### config.mk
export PLATFORM = sky130hd
export DESIGN_NAME = asu_datapath
export DESIGN_NICKNAME = d
export VERILOG_FILES = /design/src/logic/asu_pkg.sv /design/src/logic/asu_datapath.sv
export VERILOG_INCLUDE_DIRS = /design/src /design/src/logic
export SDC_FILE = /design/constraint.sdc
export NUM_CORES = 1
export LEC_CHECK = 0
export BUFFER_PORTS_ARGS = -buffer_cell sky130_fd_sc_hd__buf_2
export CELL_PAD_IN_SITES_DETAIL_PLACEMENT = 0
export CELL_PAD_IN_SITES_GLOBAL_PLACEMENT = 1
export CORE_ASPECT_RATIO = 0.75
export CORE_MARGIN = 8
export CORE_UTILIZATION = 28
export DETAILED_ROUTE_END_ITERATION = 6
export PLACE_DENSITY = 0.53
export SLEW_MARGIN = 20
export SYNTH_ARGS = -nofsm -noshare
export SYNTH_HDL_FRONTEND = slang
export SYNTH_SLANG_ARGS = --single-unit
### constraint.sdc
create_clock -name clk -period 4.25 [get_ports clk]
set_input_delay 0.85 -clock clk [delete_from_list [all_inputs] [get_ports clk]]
set_output_delay 0.85 -clock clk [all_outputs]
set_load 0.05 [all_outputs]
### src/logic/asu_cfg.svh
// Offsets, field positions, reset values and timing counts of the
// audio serial unit data path. Assumes a 100 MHz system clock.
`ifndef ASU_CFG_SVH
`define ASU_CFG_SVH
`define ASU_CLK_MHZ      100
`define ASU_BCLK_NS      160
`define ASU_BCLK_HALF    ((`ASU_BCLK_NS * `ASU_CLK_MHZ) / 2000)
`define ASU_OFS_RXFIFO   6'h00
`define ASU_OFS_RXDMA0   6'h04
`define ASU_OFS_TXFIFO   6'h14
`define ASU_OFS_TXDMA0   6'h18
`define ASU_OFS_CTRL     6'h28
`define ASU_OFS_DMAEN    6'h2C
`define ASU_OFS_STAT     6'h30
`define ASU_OFS_CLK      6'h34
`define ASU_CTL_EN       0
`define ASU_CTL_W16      1
`define ASU_CTL_NET      2
`define ASU_CTL_SYNC     3
`define ASU_CTL_TXINT    4
`define ASU_CTL_RXINT    5
`define ASU_CTL_NSL      7:6
`define ASU_CTL_TXSL     11:8
`define ASU_CTL_RXSL     15:12
`define ASU_ST_TXU       0
`define ASU_ST_RXO       1
`define ASU_CTRL_RST     16'h0000
`define ASU_DMAEN_RST    8'h00
`define ASU_FLEN_RST     7'h1F
`endif

### src/logic/asu_pkg.sv
// Types shared by the audio serial unit data path.
// Assumes asu_cfg.svh for all numeric constants.
package asu_pkg;
  typedef logic [15:0] asu_word_t;
  typedef logic [3:0]  asu_ptr_t;
  typedef logic [1:0]  asu_slot_t;
endpackage : asu_pkg

### src/logic/asu_datapath.sv
// Audio serial unit data path: shifters, FIFOs, slot DMA holding registers.
// Assumes a plain register port on clk and codec pins from another domain.
//
// Function
// - Load next tx word, then advance read pointer
// - Bus write stores at write pointer, advances
// - Tx empty: pointers equal, last access read
// - Underrun steps read pointer back, resends word
// - Underrun sets sticky flag, no interrupt
// - Clock and sync internal or external per direction
// - Rx samples on falling clock; sync mode uses tx
// - Normal rx DMA fills holding 0, overwrites
// - Rx word stored at write pointer, advances
// - Bus read returns read pointer entry, advances
// - Full rx FIFO drops word, sets overrun
// - Network frame has up to four assignable slots
// - Tx pin driven only in assigned slots
// - Network tx DMA per slot, resend when empty
// - Network tx FIFO gives one entry per word
// - Rx captures all slots, passes assigned only
// - Network rx DMA per slot, overwrite when full
// - Eight or sixteen bit words, low bits used
// - Tx shifts out on rising clock after sync
// - Normal tx DMA from holding 0, resend empty
// - FIFOs hold sixteen 16-bit entries
// - Per-slot DMA enable selects FIFO or holding
//
// Implementation choices: the placing of the registers and the plain strobed port.
`timescale 1ns/1ps
`include "asu_cfg.svh"
module asu_datapath #(
  parameter int DEPTH     = 16,
  parameter int BCLK_HALF = `ASU_BCLK_HALF
) (
  input  wire logic            clk,
  input  wire logic            rst_n,
  input  wire logic [5:0]      addr,
  input  wire asu_pkg::asu_word_t wdata,
  input  wire logic            wr,
  input  wire logic            rd,
  output asu_pkg::asu_word_t   rdata,
  input  wire logic            tx_shift_clock_pin_i,
  output logic                 tx_shift_clock_pin_o,
  output logic                 tx_shift_clock_pin_oe,
  input  wire logic            tx_frame_sync_pin_i,
  output logic                 tx_frame_sync_pin_o,
  output logic                 tx_frame_sync_pin_oe,
  input  wire logic            rx_shift_clock_pin_i,
  output logic                 rx_shift_clock_pin_o,
  output logic                 rx_shift_clock_pin_oe,
  input  wire logic            rx_frame_sync_pin_i,
  output logic                 rx_frame_sync_pin_o,
  output logic                 rx_frame_sync_pin_oe,
  output logic                 serial_tx_data_pin_o,
  output logic                 serial_tx_data_pin_oe,
  input  wire logic            serial_rx_data_pin_i,
  output logic [3:0]           tx_dma_req,
  output logic [3:0]           rx_dma_req
);
  import asu_pkg::*;

  if (DEPTH != 16 || BCLK_HALF < 1 || BCLK_HALF > 255) begin : g_param_check
    $error("asu_datapath: unsupported parameters");
  end

  // ------------------------------------------------------------
  // Control registers
  // ------------------------------------------------------------
  asu_word_t   ctrl_reg;
  logic [7:0]  dmaen_reg;
  logic [6:0]  flen_reg;
  logic        txu_reg, rxo_reg;
  logic        en, w16, net, syn, tx_int, rx_int;
  logic [1:0]  nsl;
  logic [3:0]  tx_asg, rx_asg;
  assign en     = ctrl_reg[`ASU_CTL_EN];
  assign w16    = ctrl_reg[`ASU_CTL_W16];
  assign net    = ctrl_reg[`ASU_CTL_NET];
  assign syn    = ctrl_reg[`ASU_CTL_SYNC];
  assign tx_int = ctrl_reg[`ASU_CTL_TXINT];
  assign rx_int = ctrl_reg[`ASU_CTL_RXINT];
  // Normal mode is one frame of one slot, always slot 0
  assign nsl    = net ? ctrl_reg[`ASU_CTL_NSL] : 2'h0;
  assign tx_asg = net ? ctrl_reg[`ASU_CTL_TXSL] : 4'h1;
  assign rx_asg = net ? ctrl_reg[`ASU_CTL_RXSL] : 4'h1;

  logic wr_ctrl, wr_stat, wr_txf, rd_rxf;
  assign wr_ctrl = wr && addr == `ASU_OFS_CTRL;
  assign wr_stat = wr && addr == `ASU_OFS_STAT;
  assign wr_txf  = wr && addr == `ASU_OFS_TXFIFO;
  assign rd_rxf  = rd && addr == `ASU_OFS_RXFIFO;

  always_ff @(posedge clk or negedge rst_n) begin
    if (!rst_n) begin
      ctrl_reg  <= `ASU_CTRL_RST;
      dmaen_reg <= `ASU_DMAEN_RST;
      flen_reg  <= `ASU_FLEN_RST;
    end else if (wr_ctrl) begin
      ctrl_reg <= wdata;
    end else if (wr && addr == `ASU_OFS_DMAEN) begin
      dmaen_reg <= wdata[7:0];
    end else if (wr && addr == `ASU_OFS_CLK) begin
      flen_reg <= wdata[6:0];
    end
  end

  // ------------------------------------------------------------
  // Pin synchronisers and internal clock generator
  // ------------------------------------------------------------
  logic [4:0] s1_reg, s2_reg;
  always_ff @(posedge clk or negedge rst_n) begin
    if (!rst_n) begin
      s1_reg <= 5'h00;
      s2_reg <= 5'h00;
    end else begin
      s1_reg <= {serial_rx_data_pin_i, rx_frame_sync_pin_i, rx_shift_clock_pin_i,
                 tx_frame_sync_pin_i, tx_shift_clock_pin_i};
      s2_reg <= s1_reg;
    end
  end

  logic [7:0] div_reg;
  logic [6:0] fcnt_reg;
  logic       iclk_reg, ifs_reg;
  always_ff @(posedge clk or negedge rst_n) begin
    if (!rst_n) begin
      div_reg  <= 8'h00;
      iclk_reg <= 1'b0;
      ifs_reg  <= 1'b0;
      fcnt_reg <= 7'h00;
    end else if (!en) begin
      div_reg  <= 8'h00;
      iclk_reg <= 1'b0;
      ifs_reg  <= 1'b0;
      fcnt_reg <= 7'h00;
    end else if (div_reg == 8'(BCLK_HALF - 1)) begin
      div_reg  <= 8'h00;
      iclk_reg <= !iclk_reg;
      // Sync changes on the falling edge, one bit period wide
      if (iclk_reg) begin
        ifs_reg  <= fcnt_reg == 7'h00;
        fcnt_reg <= (fcnt_reg == flen_reg) ? 7'h00 : fcnt_reg + 7'h01;
      end
    end else begin
      div_reg <= div_reg + 8'h01;
    end
  end

  logic tck, tfs, rck, rfs, rxd;
  assign tck = tx_int ? iclk_reg : s2_reg[0];
  assign tfs = tx_int ? ifs_reg : s2_reg[1];
  assign rck = syn ? tck : (rx_int ? iclk_reg : s2_reg[2]);
  assign rfs = syn ? tfs : (rx_int ? ifs_reg : s2_reg[3]);
  assign rxd = s2_reg[4];

  assign tx_shift_clock_pin_o  = iclk_reg;
  assign tx_frame_sync_pin_o   = ifs_reg;
  assign tx_shift_clock_pin_oe = en && tx_int;
  assign tx_frame_sync_pin_oe  = en && tx_int;
  assign rx_shift_clock_pin_o  = iclk_reg;
  assign rx_frame_sync_pin_o   = ifs_reg;
  assign rx_shift_clock_pin_oe = en && rx_int && !syn;
  assign rx_frame_sync_pin_oe  = en && rx_int && !syn;

  logic tck_d_reg, rck_d_reg, tfs_seen_reg, rfs_seen_reg;
  logic t_rise, r_rise, r_fall, t_start, r_start;
  assign t_rise  = en && tck && !tck_d_reg;
  assign r_rise  = en && rck && !rck_d_reg;
  assign r_fall  = en && !rck && rck_d_reg;
  // A frame begins at the first rising edge after sync falls
  assign t_start = t_rise && tfs_seen_reg && !tfs;
  assign r_start = r_rise && rfs_seen_reg && !rfs;
  always_ff @(posedge clk or negedge rst_n) begin
    if (!rst_n) begin
      tck_d_reg    <= 1'b0;
      rck_d_reg    <= 1'b0;
      tfs_seen_reg <= 1'b0;
      rfs_seen_reg <= 1'b0;
    end else begin
      tck_d_reg <= tck;
      rck_d_reg <= rck;
      if (t_rise) tfs_seen_reg <= tfs;
      if (r_rise) rfs_seen_reg <= rfs;
    end
  end

  // ------------------------------------------------------------
  // Transmit FIFO and slot holding registers
  // ------------------------------------------------------------
  asu_word_t tx_mem [DEPTH];
  asu_ptr_t  tx_fifo_read_ptr, tx_fifo_write_ptr;
  logic      tx_lastwr_reg;
  asu_word_t tx_slot_dma_holding [4];
  logic [3:0] tx_full_reg;
  logic      tx_empty, tx_load, tx_uf;
  asu_slot_t tx_slot_reg, tx_lslot;
  logic [3:0] tx_bit_reg;
  logic      tx_act_reg, tx_adv, tx_end;
  asu_word_t tx_sh_reg, tx_src;

  assign tx_empty = tx_fifo_read_ptr == tx_fifo_write_ptr && !tx_lastwr_reg;
  assign tx_end   = tx_bit_reg == (w16 ? 4'hF : 4'h7);
  assign tx_adv   = t_rise && tx_act_reg && tx_end && tx_slot_reg != nsl;
  assign tx_lslot = t_start ? 2'h0 : tx_slot_reg + 2'h1;
  // Loading a new word into the shifter is the FIFO read access
  assign tx_load  = (t_start || tx_adv) && tx_asg[tx_lslot];
  assign tx_uf    = tx_load && !dmaen_reg[tx_lslot] && tx_empty;
  always_comb begin
    if (dmaen_reg[tx_lslot]) begin
      tx_src = tx_slot_dma_holding[tx_lslot];
    end else if (tx_empty) begin
      tx_src = tx_mem[tx_fifo_read_ptr - 4'h1];
    end else begin
      tx_src = tx_mem[tx_fifo_read_ptr];
    end
  end

  always_ff @(posedge clk) begin
    if (wr_txf) tx_mem[tx_fifo_write_ptr] <= wdata;
  end

  logic tx_pop;
  assign tx_pop = tx_load && !dmaen_reg[tx_lslot];
  always_ff @(posedge clk or negedge rst_n) begin
    if (!rst_n) begin
      tx_fifo_read_ptr  <= 4'h0;
      tx_fifo_write_ptr <= 4'h0;
      tx_lastwr_reg     <= 1'b0;
    end else begin
      // No guard against a write into a full FIFO
      if (wr_txf) tx_fifo_write_ptr <= tx_fifo_write_ptr + 4'h1;
      if (tx_uf) begin
        tx_fifo_read_ptr <= tx_fifo_read_ptr - 4'h1;
      end else if (tx_pop) begin
        tx_fifo_read_ptr <= tx_fifo_read_ptr + 4'h1;
      end
      if (wr_txf && !tx_pop) tx_lastwr_reg <= 1'b1;
      else if (tx_pop && !wr_txf) tx_lastwr_reg <= 1'b0;
    end
  end

  // Holding registers keep their word, so an empty one resends it
  always_ff @(posedge clk or negedge rst_n) begin
    if (!rst_n) begin
      tx_full_reg <= 4'h0;
      for (int i = 0; i < 4; i++) tx_slot_dma_holding[i] <= 16'h0000;
    end else begin
      for (int i = 0; i < 4; i++) begin
        if (wr && addr == `ASU_OFS_TXDMA0 + 6'(4 * i)) begin
          tx_slot_dma_holding[i] <= wdata;
          tx_full_reg[i]         <= 1'b1;
        end else if (tx_load && dmaen_reg[i] && tx_lslot == 2'(i)) begin
          tx_full_reg[i] <= 1'b0;
        end
      end
    end
  end
  assign tx_dma_req = {4{en}} & dmaen_reg[3:0] & ~tx_full_reg;

  // ------------------------------------------------------------
  // Transmit shifter
  // ------------------------------------------------------------
  always_ff @(posedge clk or negedge rst_n) begin
    if (!rst_n) begin
      tx_act_reg  <= 1'b0;
      tx_slot_reg <= 2'h0;
      tx_bit_reg  <= 4'h0;
      tx_sh_reg   <= 16'h0000;
    end else if (!en) begin
      tx_act_reg <= 1'b0;
    end else if (t_start || tx_adv) begin
      tx_act_reg  <= 1'b1;
      tx_slot_reg <= tx_lslot;
      tx_bit_reg  <= 4'h0;
      if (tx_load) tx_sh_reg <= w16 ? tx_src : {8'h00, tx_src[7:0]};
    end else if (t_rise && tx_act_reg) begin
      if (tx_end) tx_act_reg <= 1'b0;
      tx_bit_reg <= tx_bit_reg + 4'h1;
      tx_sh_reg  <= {tx_sh_reg[14:0], 1'b0};
    end
  end
  assign serial_tx_data_pin_o  = w16 ? tx_sh_reg[15] : tx_sh_reg[7];
  assign serial_tx_data_pin_oe = tx_act_reg && tx_asg[tx_slot_reg];

  // ------------------------------------------------------------
  // Receive shifter, FIFO and slot holding registers
  // ------------------------------------------------------------
  asu_word_t rx_shift_register;
  asu_slot_t rx_slot_reg;
  logic [3:0] rx_bit_reg;
  logic      rx_act_reg, rx_done, rx_pass, rx_to_fifo, rx_fullf, rx_put;
  asu_word_t rx_word;
  assign rx_done = r_fall && rx_act_reg && rx_bit_reg == (w16 ? 4'hF : 4'h7);
  assign rx_word = w16 ? {rx_shift_register[14:0], rxd}
                       : {8'h00, rx_shift_register[6:0], rxd};
  always_ff @(posedge clk or negedge rst_n) begin
    if (!rst_n) begin
      rx_act_reg        <= 1'b0;
      rx_slot_reg       <= 2'h0;
      rx_bit_reg        <= 4'h0;
      rx_shift_register <= 16'h0000;
    end else if (!en) begin
      rx_act_reg <= 1'b0;
    end else if (r_start) begin
      rx_act_reg  <= 1'b1;
      rx_slot_reg <= 2'h0;
      rx_bit_reg  <= 4'h0;
    end else if (r_fall && rx_act_reg) begin
      // Every slot is shifted in, assigned or not
      rx_shift_register <= rx_word;
      rx_bit_reg        <= rx_done ? 4'h0 : rx_bit_reg + 4'h1;
      if (rx_done) begin
        rx_slot_reg <= rx_slot_reg + 2'h1;
        if (rx_slot_reg == nsl) rx_act_reg <= 1'b0;
      end
    end
  end

  asu_word_t rx_mem [DEPTH];
  asu_ptr_t  rx_fifo_read_ptr, rx_fifo_write_ptr;
  logic      rx_lastwr_reg;
  asu_word_t rx_slot_dma_holding [4];
  logic [3:0] rx_full_reg;
  assign rx_pass    = rx_done && rx_asg[rx_slot_reg];
  assign rx_to_fifo = rx_pass && !dmaen_reg[4 + rx_slot_reg];
  assign rx_fullf   = rx_fifo_read_ptr == rx_fifo_write_ptr && rx_lastwr_reg;
  assign rx_put     = rx_to_fifo && !rx_fullf;

  always_ff @(posedge clk) begin
    if (rx_put) rx_mem[rx_fifo_write_ptr] <= rx_word;
  end

  always_ff @(posedge clk or negedge rst_n) begin
    if (!rst_n) begin
      rx_fifo_read_ptr  <= 4'h0;
      rx_fifo_write_ptr <= 4'h0;
      rx_lastwr_reg     <= 1'b0;
    end else begin
      if (rx_put) rx_fifo_write_ptr <= rx_fifo_write_ptr + 4'h1;
      // An empty FIFO is read anyway and hands back stale data
      if (rd_rxf) rx_fifo_read_ptr <= rx_fifo_read_ptr + 4'h1;
      if (rx_put && !rd_rxf) rx_lastwr_reg <= 1'b1;
      else if (rd_rxf && !rx_put) rx_lastwr_reg <= 1'b0;
    end
  end

  always_ff @(posedge clk or negedge rst_n) begin
    if (!rst_n) begin
      rx_full_reg <= 4'h0;
      for (int i = 0; i < 4; i++) rx_slot_dma_holding[i] <= 16'h0000;
    end else begin
      for (int i = 0; i < 4; i++) begin
        if (rx_pass && dmaen_reg[4 + i] && rx_slot_reg == 2'(i)) begin
          rx_slot_dma_holding[i] <= rx_word;
          rx_full_reg[i]         <= 1'b1;
        end else if (rd && addr == `ASU_OFS_RXDMA0 + 6'(4 * i)) begin
          rx_full_reg[i] <= 1'b0;
        end
      end
    end
  end
  assign rx_dma_req = dmaen_reg[7:4] & rx_full_reg;

  // ------------------------------------------------------------
  // Sticky error flags and read port
  // ------------------------------------------------------------
  // No interrupt exists here, so errors raise nothing but the flag
  always_ff @(posedge clk or negedge rst_n) begin
    if (!rst_n) begin
      txu_reg <= 1'b0;
      rxo_reg <= 1'b0;
    end else begin
      if (tx_uf) txu_reg <= 1'b1;
      else if (wr_stat && wdata[`ASU_ST_TXU]) txu_reg <= 1'b0;
      if (rx_to_fifo && rx_fullf) rxo_reg <= 1'b1;
      else if (wr_stat && wdata[`ASU_ST_RXO]) rxo_reg <= 1'b0;
    end
  end

  always_ff @(posedge clk or negedge rst_n) begin
    if (!rst_n) begin
      rdata <= 16'h0000;
    end else if (!rd) begin
      rdata <= 16'h0000;
    end else if (addr == `ASU_OFS_RXFIFO) begin
      rdata <= rx_mem[rx_fifo_read_ptr];
    end else if (addr >= `ASU_OFS_RXDMA0 && addr < `ASU_OFS_TXFIFO) begin
      rdata <= rx_slot_dma_holding[addr[3:2] - 2'h1];
    end else if (addr == `ASU_OFS_CTRL) begin
      rdata <= ctrl_reg;
    end else if (addr == `ASU_OFS_DMAEN) begin
      rdata <= {8'h00, dmaen_reg};
    end else if (addr == `ASU_OFS_STAT) begin
      rdata <= {rx_fifo_write_ptr, rx_fifo_read_ptr, 2'h0, rx_fullf,
                rx_fifo_read_ptr == rx_fifo_write_ptr && !rx_lastwr_reg,
                tx_fifo_read_ptr == tx_fifo_write_ptr && tx_lastwr_reg,
                tx_empty, rxo_reg, txu_reg};
    end else if (addr == `ASU_OFS_CLK) begin
      rdata <= {9'h000, flen_reg};
    end else begin
      rdata <= 16'h0000;
    end
  end
endmodule : asu_datapath

### Yosys cells after proc, flatten, opt, wreduce, memory -nomap -nowiden

Memory sizes are Yosys's and may differ from the RTL's.
Cells that the tools add are included.

| operators by class | value |
|---|---|
| multiply operators | 0 |
| equality and inequality tests | 35 |
| shifts and indexed selects | 0 |
| bitwise operators | 9 |
| multiplexer cells | 100 |
| add/subtract/negate cells | 13 |
| divide/modulo/power cells | 0 |
| magnitude comparators | 9 |
| reduce and logical (&&, ||, !) cells | 115 |

Operators by type and width:

| kind | count |
|---|---|
| two-way mux 16 bit | 17 |
| logical AND 1 bit | 67 |
| binary-select mux 16 bit (select 2 bit) | 2 |
| two-way mux 1 bit | 54 |
| two-way mux 4 bit | 10 |
| == test 6 bit (second input constant) | 6 |
| two-way mux 7 bit | 5 |
| nonzero test 2 bit | 16 |
| adder 4 x 1 -> 4 bit (second input constant) | 6 |
| == test 6 x 5 -> 1 bit (second input constant) | 4 |
| == test 4 bit | 4 |
| logical NOT 1 bit | 16 |
| two-way mux 8 bit | 2 |
| != test 3 x 1 -> 1 bit (second input constant) | 5 |
| AND reduction 3 bit | 5 |
| AND 4 bit | 3 |
| == test 6 x 4 -> 1 bit (second input constant) | 2 |
| AND reduction 2 bit | 6 |
| two-way mux 2 bit | 5 |
| < comparator 2 x 3 -> 1 bit (second input constant) | 3 |
| adder 8 x 1 -> 8 bit (second input constant) | 1 |
| binary-select mux 1 bit (select 2 bit) | 4 |
| == test 2 bit (second input constant) | 4 |
| == test 8 x 3 -> 1 bit (second input constant) | 1 |
| 25 further kinds | 33 |

| word-level totals | value |
|---|---|
| bits in read-only memories | 0 |
| latch bits | 0 |
| logic and storage cells | 329 |
| memories kept | 2 |
| bits in registers | 279 |
| bits in writable memories | 512 |

Memories:

| memory | words | width | rd ports | clocked after Yosys merged registers in | write ports | RTL line | RTL |
|---|---|---|---|---|---|---|---|
| rx_mem | 16 | 16 | 1 | 0 | 1 | asu_datapath.sv:319 | `asu_word_t rx_mem [DEPTH];` |
| tx_mem | 16 | 16 | 2 | 0 | 1 | asu_datapath.sv:190 | `asu_word_t tx_mem [DEPTH];` |

### Logic depth before layout (Yosys ltp)

Gate-level depths: netlist of run 1.

| depth | value |
|---|---|
| depth in word-level cells | 14 |
| gate-level depth with buffers | 13 |
| depth with buffers taken out | 8 |

### Least setup slack after synthesis of run 1

No wires, ideal clock.

| timing | value |
|---|---|
| path kind | input-to-reg |
| from | input addr[3] |
| to | memory tx_mem[3][0] in the netlist's numbering (enable) |
| cell stages on the path | 7 |
| required time | 3841 ps |
| library setup time | 409 ps |
| path buffers | 1 |
| slack | 579 ps |
| data arrival time | 3262 ps |
| path through | inv_1 ha_1 or3b_1 clkbuf_1 nor2_1 nand2_1 nor3_1 |

| between the ends | value |
|---|---|
| longest elaborated chain between the ends | 4 |

RTL lines:

| item | RTL line | RTL |
|---|---|---|
| from (decl) | asu_datapath.sv:37 | `input wire logic [5:0] addr,` |
| == test 6 x 5 -> 1 bit (no source line) | n/a |  |
| logical AND 1 bit (no source line) | n/a |  |
| net wr_txf | asu_datapath.sv:87 | `logic wr_ctrl, wr_stat, wr_txf, rd_rxf;` |
| two-way mux 1 bit | asu_datapath.sv:219 | `if (wr_txf) tx_mem[tx_fifo_write_ptr] <= wdata;` |
| two-way mux 1 bit (implied by the code) | asu_datapath.sv:219 |  |
| to (decl) | asu_datapath.sv:190 |  |

The timed path passes the listed nets, and every way through them passes these cells.

### Final worst setup path of run 1

| timing | value |
|---|---|
| from | register tx_slot_reg[1] |
| to | output serial_tx_data_pin_oe |

| between the ends | value |
|---|---|
| longest elaborated chain between the ends | 3 |

RTL lines:

| item | RTL line | RTL |
|---|---|---|
| from (decl) | asu_datapath.sv:196 | `asu_slot_t tx_slot_reg, tx_lslot;` |
| from (signal assigned) | asu_datapath.sv:273 | `tx_slot_reg <= tx_lslot;` |
| binary-select mux 1 bit (select 2 bit) | asu_datapath.sv:283 | `assign serial_tx_data_pin_oe = tx_act_reg && tx_asg[tx_slot_reg];` |
| two-way mux 1 bit (implied by the code) | asu_datapath.sv:283 |  |
| logical AND 1 bit | asu_datapath.sv:283 |  |
| to (decl) | asu_datapath.sv:55 | `output logic serial_tx_data_pin_oe,` |

No other way between the ends. The select of a mux whose other input is x is not followed.

==> results of run 1 <==
## critical path, stage by stage, from the launching register on
cell and delay (ns):
sky130_fd_sc_hd__dfrtp_1 0.97, sky130_fd_sc_hd__and2_1 0.30, sky130_fd_sc_hd__a22o_1 0.14, sky130_fd_sc_hd__a21oi_1 0.08, sky130_fd_sc_hd__nor2_1 0.25, sky130_fd_sc_hd__buf_2 0.33
## layout make-up
class                      instances  area, sq um  share of cell area, %
inverter                          24        90.09                 0.2220
clock inverter                    37        371.6                 0.9156
antenna                            4        10.01                0.02466
clock buffer                     128         2504                  6.169
tap                             1653         2068                  5.096
sequential                       791        22370                  55.13
multi-input combinational       1113        12000                  29.57
timing repair buffer             157         1166                  2.873
## logic make-up (layout without fill, tap and decap cells)
kind of cell | after synthesis | count (layout) | synth area share [%]
other | 0 | 4 | 0
flip-flops | 791 | 791 | 63.98
buffers and inverters | 156 | 346 | 2.037
AND/OR/NAND/NOR | 351 | 351 | 4.918
AO/OA/AOI/OAI | 227 | 227 | 4.879
adder cells (fa/ha/maj) | 27 | 27 | 0.9665
XOR/XNOR | 47 | 47 | 1.178
multiplexers | 461 | 461 | 22.04
## routing by layer
metal	share of wire (%)	routed length (um)	track usage, %
met1	48	47400	21.04
met2	45	44750	21.81
met3	4.6	4510	2.400
met4	2.1	2085	4.094
met5	0	0	0
## cells in the mapped netlist (14+ instances only)
cell type                  instances  area, sq um
sky130_fd_sc_hd__edfxtp_1        512        15370
sky130_fd_sc_hd__dfrtp_1         274         6857
sky130_fd_sc_hd__mux4_2          223         5022
sky130_fd_sc_hd__mux2_2          220         2477
sky130_fd_sc_hd__nand2_1         110        412.9
sky130_fd_sc_hd__nor2_1           84        315.3
sky130_fd_sc_hd__clkbuf_1         75        281.5
sky130_fd_sc_hd__o21ai_0          46        230.2
sky130_fd_sc_hd__a22oi_1          43        322.8
sky130_fd_sc_hd__nand3_1          32        160.2
sky130_fd_sc_hd__ha_1             27        337.8
sky130_fd_sc_hd__xnor2_1          27        236.5
sky130_fd_sc_hd__buf_2            25        125.1
sky130_fd_sc_hd__and2_1           23        143.9
sky130_fd_sc_hd__inv_1            23        86.33
sky130_fd_sc_hd__a21oi_1          22        110.1
sky130_fd_sc_hd__o22ai_1          22        137.6
sky130_fd_sc_hd__xor2_1           20        175.2
sky130_fd_sc_hd__mux2i_1          16        160.2
sky130_fd_sc_hd__nand2b_1         16        100.1
sky130_fd_sc_hd__nor3_1           15        75.07
sky130_fd_sc_hd__and3_1           14        87.58
## power by group through the flow
stage                     clock (mW)  combinational (mW)  sequential [mW]
final                           7.57                1.54             8.60
after global routing            8.12                1.67             8.63
after CTS                       7.82                1.57             8.60
after detailed placement           0                1.57             8.76
after global placement             0                1.55             8.75
after floorplan                    0                1.11             8.62
## how the worst max path moves through the flow
stage	to	slack, ns	depth (start not counted)
2_1_floorplan	tx_mem[3][0]$_DFFE_PP_	0.58	7
3_3_place_gp	tx_mem[3][2]$_DFFE_PP_	0.78	8
6_report	serial_tx_data_pin_oe	0.65	5
5_1_grt	serial_tx_data_pin_oe	0.47	5
3_5_place_dp	tx_mem[3][2]$_DFFE_PP_	0.77	8
4_1_cts	serial_tx_data_pin_oe	0.55	5
## stage by stage
stage          setup slack [ns]  power [mW]  hold slack, ns  area (sq um)  util [%]
6_report                 0.6460       17.72          0.1483         40580     32.69
2_1_floorplan            0.5792       9.730          0.3312         34950         -
5_1_grt                  0.4732       18.43          0.1675         40580     32.68
3_3_place_gp             0.7825       10.31          0.3322         37700     30.36
4_1_cts                  0.5497       18.00          0.1405         40570     32.68
3_5_place_dp             0.7743       10.33          0.3379         37700     30.36
## cells in the final DEF, fill, tap and decap left out, types with 43 or more instances in the layout
| cell | netlist | final |
|---|---|---|
| sky130_fd_sc_hd__o21ai_0 | 46 | 46 |
| sky130_fd_sc_hd__buf_4 | 11 | 82 |
| sky130_fd_sc_hd__nor2_1 | 84 | 59 |
| sky130_fd_sc_hd__dfrtp_1 | 274 | 270 |
| sky130_fd_sc_hd__a22oi_1 | 43 | 43 |
| sky130_fd_sc_hd__buf_2 | 25 | 63 |
| sky130_fd_sc_hd__clkbuf_16 | 0 | 89 |
| sky130_fd_sc_hd__edfxtp_1 | 512 | 512 |
| sky130_fd_sc_hd__mux4_2 | 223 | 223 |
| sky130_fd_sc_hd__nand2_1 | 110 | 110 |
| sky130_fd_sc_hd__mux2_2 | 220 | 220 |
==> flow_summary.rst, run 1 <==
.. list-table::
   :header-rows: 1

   * - Metric
     - Value
   * - Status
     - finished, final reports clean
   * - Synthesized area divided by synthesized cell count
     - 16.97 sq um
   * - Proportion of power drawn by the clock network
     - 42.7%
   * - PwrDens
     - 436.5 nW/um^2
   * - Area of the die
     - 136500 sq um
   * - Registers with the most flip-flops
     - rx_mem: 256 flops, tx_mem: 256 flops
   * - Fraction of final layout cells sized beyond drive strength 1
     - 35.64%
   * - Library cells used by synthesis
     - 73
   * - Combinational group share of total power
     - 8.7%
   * - Post-cts hold buffer count
     - 0
   * - Number of fill cells in the layout
     - 11990
   * - Total number of H-tree levels
     - 3
   * - Via count of the first global-routing pass
     - 20470
   * - Clock sink total
     - 791
   * - Net load switching power
     - 4.329 mW
   * - Synth Net Count
     - 2118
   * - Chip Width
     - 424.0 um
   * - CTS clock-pin slew for the worst setup and hold paths
     - 0.06 ns
   * - Maximum clock frequency
     - 277.5 MHz
   * - # Max-Cap Violations
     - 0
   * - Setup repair after global routing missed its margin
     - false
   * - Largest vdd supply drop
     - 0.2496 mV
   * - Combined area of all synthesized cells
     - 34950 sq um
   * - Antenna Nets Post-Route
     - 0
   * - Required time at the endpoint of the critical path
     - 3.40 ns
   * - Type of the worst setup path
     - reg -> out
   * - Detailed-route wire length
     - 98740 um
   * - Insertion delay to the later sink of the worst-skew pair
     - 0.67 ns
   * - Synthesis-to-finish area growth
     - 16.11%
   * - Startpoint of the most critical register-to-register path
     - ctrl_reg[4]$_DFFE_PN0P_
   * - Buffer levels on the longest clock path
     - 3
   * - Worst reg-to-reg setup slack
     - 0.87 ns
   * - Starting DRC count in detailed routing
     - 1680
   * - Pin count of the biggest net entering global routing
     - 112
   * - Starting density of the core
     - 28.15%
   * - Die Y-Extent
     - 322.0 um
   * - Period utilisation layout
     - 84.80%
   * - Congestion Overflow GR
     - 0
   * - Detailed Routing Iterations Pass 1
     - 7
   * - Finish-stage setup viols
     - 0
   * - CP max FO
     - 22
   * - Transition time at the pin with the least slew margin
     - 1.094 ns
   * - Cell count after synthesis
     - 2060
   * - I/O pins
     - 65
   * - Reg power frac
     - 48.6%
   * - DRC Markers
     - 0
   * - Quantity of gates resized following cts
     - 0
   * - Total of flip-flops plus latches after synthesis
     - 791
   * - Average detailed-routed wire length per instance
     - 25.27 um
   * - First-pass GRT wire length
     - 146000 um
   * - Worst slew margin relative to its limit
     - 27.07%
   * - Number of antenna violations at the first check in global routing
     - 4
   * - Fraction of the yosys area taken by sequential cells
     - 63.98%
   * - Cells after DPL
     - 3738
   * - End of the worst register-to-register path
     - rx_mem[9][9]$_DFFE_PP_
   * - Post-CTS setup buffers
     - 0
   * - Global Route Usage Sum
     - 14.32%
   * - Clock skew
     - 0.02213 ns
   * - Post-layout nets
     - 2233
   * - Switching power as a share of total power
     - 24.44%
   * - CP Data Arrival Time
     - 2.75 ns
   * - Total Negative Setup Slacks
     - 0 ns
   * - Cell-internal power
     - 13.39 mW
   * - Final instance count without filler cells
     - 3907
   * - CP startpoint kind
     - flop
   * - Port-buffer cells
     - 64
   * - CP Capture Type
     - output port
   * - Final GP Congestion
     - 0.8211
   * - Detailed placement HPWL
     - 65900 um
   * - Standard-cell row count
     - 112
   * - Flip-flop cell with the highest count after synthesis
     - sky130_fd_sc_hd__edfxtp_1
   * - Number of cells traversed by the worst register-to-register path
     - 7
   * - Routed via count divided by cell count
     - 5.058
   * - Final period demand of the worst path
     - 3.604 ns
   * - Total vias in the final route
     - 19760
   * - Leakage
     - 14.47 nW
   * - TritonCTS clock tree
     - built
   * - Hold Violations, Final
     - 0
   * - Synthesis Warnings
     - 0
   * - Worst hold path class
     - in -> async
   * - Core Region
     - 124200 sq um
   * - Start point of the critical path
     - tx_slot_reg[1]$_DFFE_PN0P_
   * - Share of flip-flops with an asynchronous set or reset after synthesis
     - 35.27%
   * - Clock tree root buffer cell
     - sky130_fd_sc_hd__clkbuf_16
   * - Cts bufs inserted
     - 88
   * - Post-synth EDFFs
     - 512
   * - Number of pins exceeding their max-slew limit in the final report
     - 0
Power figures use the tool's default switching activity.
==> run 2: changes to the inputs <==
- PLACE_DENSITY: 0.53 -> 0.54
- clock period: 4.25 -> 3.2 ns (I/O delays scaled with it)
==> run 2 against run 1 <==
Effect of this change:
- routed wire length decreased by 0.70%
- cell count rose by 1.0%
- cell area grew 2.3%
- count of clock-buffer cells in the layout down 11
- critical endpoint unchanged
==> flow_summary.rst, run 2 (synthesized netlist as in run 1, its figures left out) <==
.. list-table::
   :header-rows: 1

   * - Metric
     - Value
   * - Hold Violations, Final
     - 0 (unchanged)
   * - CP Capture Type
     - output port
   * - Setup repair after global routing missed its margin
     - false
   * - Global Route Usage Sum
     - 14.16% (-0.16 points)
   * - Proportion of power drawn by the clock network
     - 44.8% (+2.1 points)
   * - Standard-cell row count
     - 112 (unchanged)
   * - Largest stage delay on the critical path
     - 0.57 ns (-0.40 ns)
   * - Cell-internal power
     - 18.69 mW (+40%)
   * - Worst slew margin relative to its limit
     - 35.12% (+8.1 points)
   * - Maximum clock frequency
     - 341.2 MHz
   * - Detailed placement HPWL
     - 65500 um (-0.61%)
   * - Clock skew
     - 0.04655 ns (+0.02443 ns)
   * - Combinational group share of total power
     - 8.9% (+0.2 points)
   * - Finish-stage setup viols
     - 0 (unchanged)
   * - Insertion delay to the later sink of the worst-skew pair
     - 0.68 ns (about the same)
   * - Status
     - finished, final reports clean
   * - Start point of the critical path
     - tx_slot_reg[1]$_DFFE_PN0P_
   * - Largest vdd supply drop
     - 0.4224 mV (+69%)
   * - Number of pins exceeding their max-slew limit in the final report
     - 0 (unchanged)
   * - Worst hold path class
     - in -> reg
   * - TritonCTS clock tree
     - built
   * - Detailed Routing Iterations Pass 1
     - 5 (-2)
   * - Total number of H-tree levels
     - 3 (unchanged)
   * - Congestion Overflow GR
     - 0 (unchanged)
   * - Buffer levels on the longest clock path
     - 3 (unchanged)
   * - Final period demand of the worst path
     - 2.931 ns
   * - Final GP Congestion
     - 0.8127 (-1.0%)
   * - Pin count of the biggest net entering global routing
     - 83 (-26%)
   * - Highest-count cells in the layout ignoring fill and taps
     - sky130_fd_sc_hd__edfxtp_1, sky130_fd_sc_hd__dfrtp_1, sky130_fd_sc_hd__mux4_2
   * - Slowest stage cell on the critical path
     - sky130_fd_sc_hd__dfrtp_1
   * - Type of the worst setup path
     - reg -> out
   * - Period utilisation layout
     - 91.58%
   * - Total vias in the final route
     - 19980 (+1.1%)
   * - Leakage
     - 14.87 nW (+2.8%)
   * - Number of fill cells in the layout
     - 11870 (-0.98%)
   * - I/O pins
     - 65 (unchanged)
   * - Starting density of the core
     - 28.15% (unchanged)
   * - Clock sink total
     - 791 (unchanged)
   * - CP startpoint kind
     - flop
   * - Switching power as a share of total power
     - 23.77% (-0.67 points)
   * - Average detailed-routed wire length per instance
     - 24.83 um (-1.7%)
   * - DRC Markers
     - 0 (unchanged)
   * - Routed via count divided by cell count
     - 5.061 (about the same)
   * - Chain of cells forming the critical path
     - and2_1, a22o_1, a21oi_1, nor2_1, buf_2
   * - Clock tree root buffer cell
     - sky130_fd_sc_hd__clkbuf_16
   * - Layout Utilization
     - 33.44% (+0.75 points)
   * - Registers with the most flip-flops
     - rx_mem: 256 flops, tx_mem: 256 flops
   * - Chip Width
     - 424.0 um (unchanged)
   * - Most common cell after layout, fill and taps aside
     - sky130_fd_sc_hd__edfxtp_1
   * - CP Data Arrival Time
     - 2.29 ns (-0.46 ns)
   * - Area of the die
     - 136500 sq um (unchanged)
   * - Die Y-Extent
     - 322.0 um (unchanged)
   * - Post-layout nets
     - 2277 (+2.0%)
   * - Via count of the first global-routing pass
     - 20650 (+0.85%)
   * - # Max-Cap Violations
     - 0 (unchanged)
   * - Startpoint of the most critical register-to-register path
     - tx_fifo_read_ptr[1]$_DFFE_PN0P_
   * - First-pass GRT wire length
     - 145100 um (-0.68%)
   * - Core Region
     - 124200 sq um (unchanged)
   * - Fraction of final layout cells sized beyond drive strength 1
     - 37.35% (+1.7 points)
   * - PwrDens
     - 590.5 nW/um^2 (+35%)
   * - Hold_sp
     - serial_rx_data_pin_i
   * - Synthesis-to-finish area growth
     - 18.79%
   * - Starting DRC count in detailed routing
     - 1589 (-5.4%)
   * - CTS clock-pin slew for the worst setup and hold paths
     - 0.06 ns (about the same)
   * - Number of antenna violations at the first check in global routing
     - 5 (+1)
   * - Port-buffer cells
     - 64 (unchanged)
   * - Net load switching power
     - 5.828 mW (+35%)
   * - Total Negative Setup Slacks
     - 0 ns (unchanged)
   * - Cell class contributing the biggest share of worst-path delay
     - flip-flops
   * - Required time at the endpoint of the critical path
     - 2.56 ns (-0.84 ns)
   * - Antenna Nets Post-Route
     - 0 (unchanged)
   * - Critical path buffers and inverters
     - 1 (unchanged)
   * - Transition time at the pin with the least slew margin
     - 0.9684 ns (-0.1256 ns)
   * - Detailed-route wire length
     - 98050 um (-0.70%)
   * - Cts bufs inserted
     - 89 (+1.1%)
   * - Reg power frac
     - 46.3% (-2.3 points)
   * - CP max FO
     - 9 (-59%)
-- run 2: cell count changes in the layout (fill, tap and decap cells not counted), moves of 3 or more --
cell / before / now
sky130_fd_sc_hd__nor3_4: 0 / 8
sky130_fd_sc_hd__clkinv_2: 13 / 19
sky130_fd_sc_hd__buf_4: 82 / 106
sky130_fd_sc_hd__clkbuf_1: 26 / 15
sky130_fd_sc_hd__buf_12: 11 / 29
sky130_fd_sc_hd__clkinvlp_4: 5 / 2
sky130_fd_sc_hd__clkinv_16: 1 / 5
sky130_fd_sc_hd__nor3_2: 14 / 6
sky130_fd_sc_hd__bufinv_16: 4 / 14
-- run 2: power groups by stage --
stage / logic (mW) / clock network [mW] / registers (mW)
finish: 2.18 / 11.0 / 11.4
global route: 2.36 / 11.7 / 11.4
CTS: 2.22 / 11.3 / 11.4
detailed placement: 2.22 / 0 / 11.6
global placement: 2.19 / 0 / 11.6
floorplan: 1.48 / 0 / 11.4
-- run 2: layer usage --
metal / up-vias / GRT usage (%) / wire length, um
li1: 8512 / - / -
met1: 10790 / 20.51 / 45950
met2: 544 / 22.12 / 45180
met3: 132 / 2.617 / 4968
met4: 0 / 3.218 / 1954
met5: - / 0 / 0
-- run 2: path summary, 6_finish.rpt --
check | slack (ns) | cells past startpoint | end
min in group asynchronous | 0.60 | 2 | tx_slot_dma_holding[3]$_DFFE_PN0P_
worst max-delay path | 0.27 | 5 | serial_tx_data_pin_oe
worst max register to register | 0.32 | 7 | tx_sh_reg[14]$_DFFE_PN0P_
worst min-delay path | 0.07 | 1 | s1_reg[4]$_DFF_PN0_
max in group asynchronous | 1.74 | 3 | flen_reg[1]$_DFFE_PN1P_
worst min register to register | 0.35 | 0 | s2_reg[0]$_DFF_PN0_
-- run 2: stage by stage --
stage	cell area, sq um	std cells	power, mW	setup slack [ns]	hold slack, ns
2_1_floorplan	35000	2060	12.93	0.002206	0.3312
3_3_place_gp	38290	3780	13.75	0.1667	0.3423
3_5_place_dp	38290	3780	13.78	0.05727	0.3411
4_1_cts	41510	3945	24.87	0.04187	0.02019
5_1_grt	41520	3947	25.42	0.1077	0.03619
6_report	41520	3948	24.52	0.2693	0.06725
-- run 2: timing repair --
| action | CTS | global route |
|---|---|---|
| buffers inserted | 0 | 0 |
| hold endpoints to repair | 9 | 0 |
| resized for setup | 0 | 1 |
| hold buffers | 1 | 0 |
| endpoints found under the setup margin | 0 | 3 |
-- run 2: final cells by class --
cell class                      instances  area, sq um  area share, %
Multi-Input combinational cell       1113        12050          29.02
Clock inverter                         47        742.0          1.787
Antenna cell                            3        7.507        0.01808
Inverter                               24        90.09         0.2170
Timing Repair Buffer                  200         1717          4.134
Tap cell                             1653         2068          4.981
Sequential cell                       791        22370          53.88
Clock buffer                          117         2474          5.958
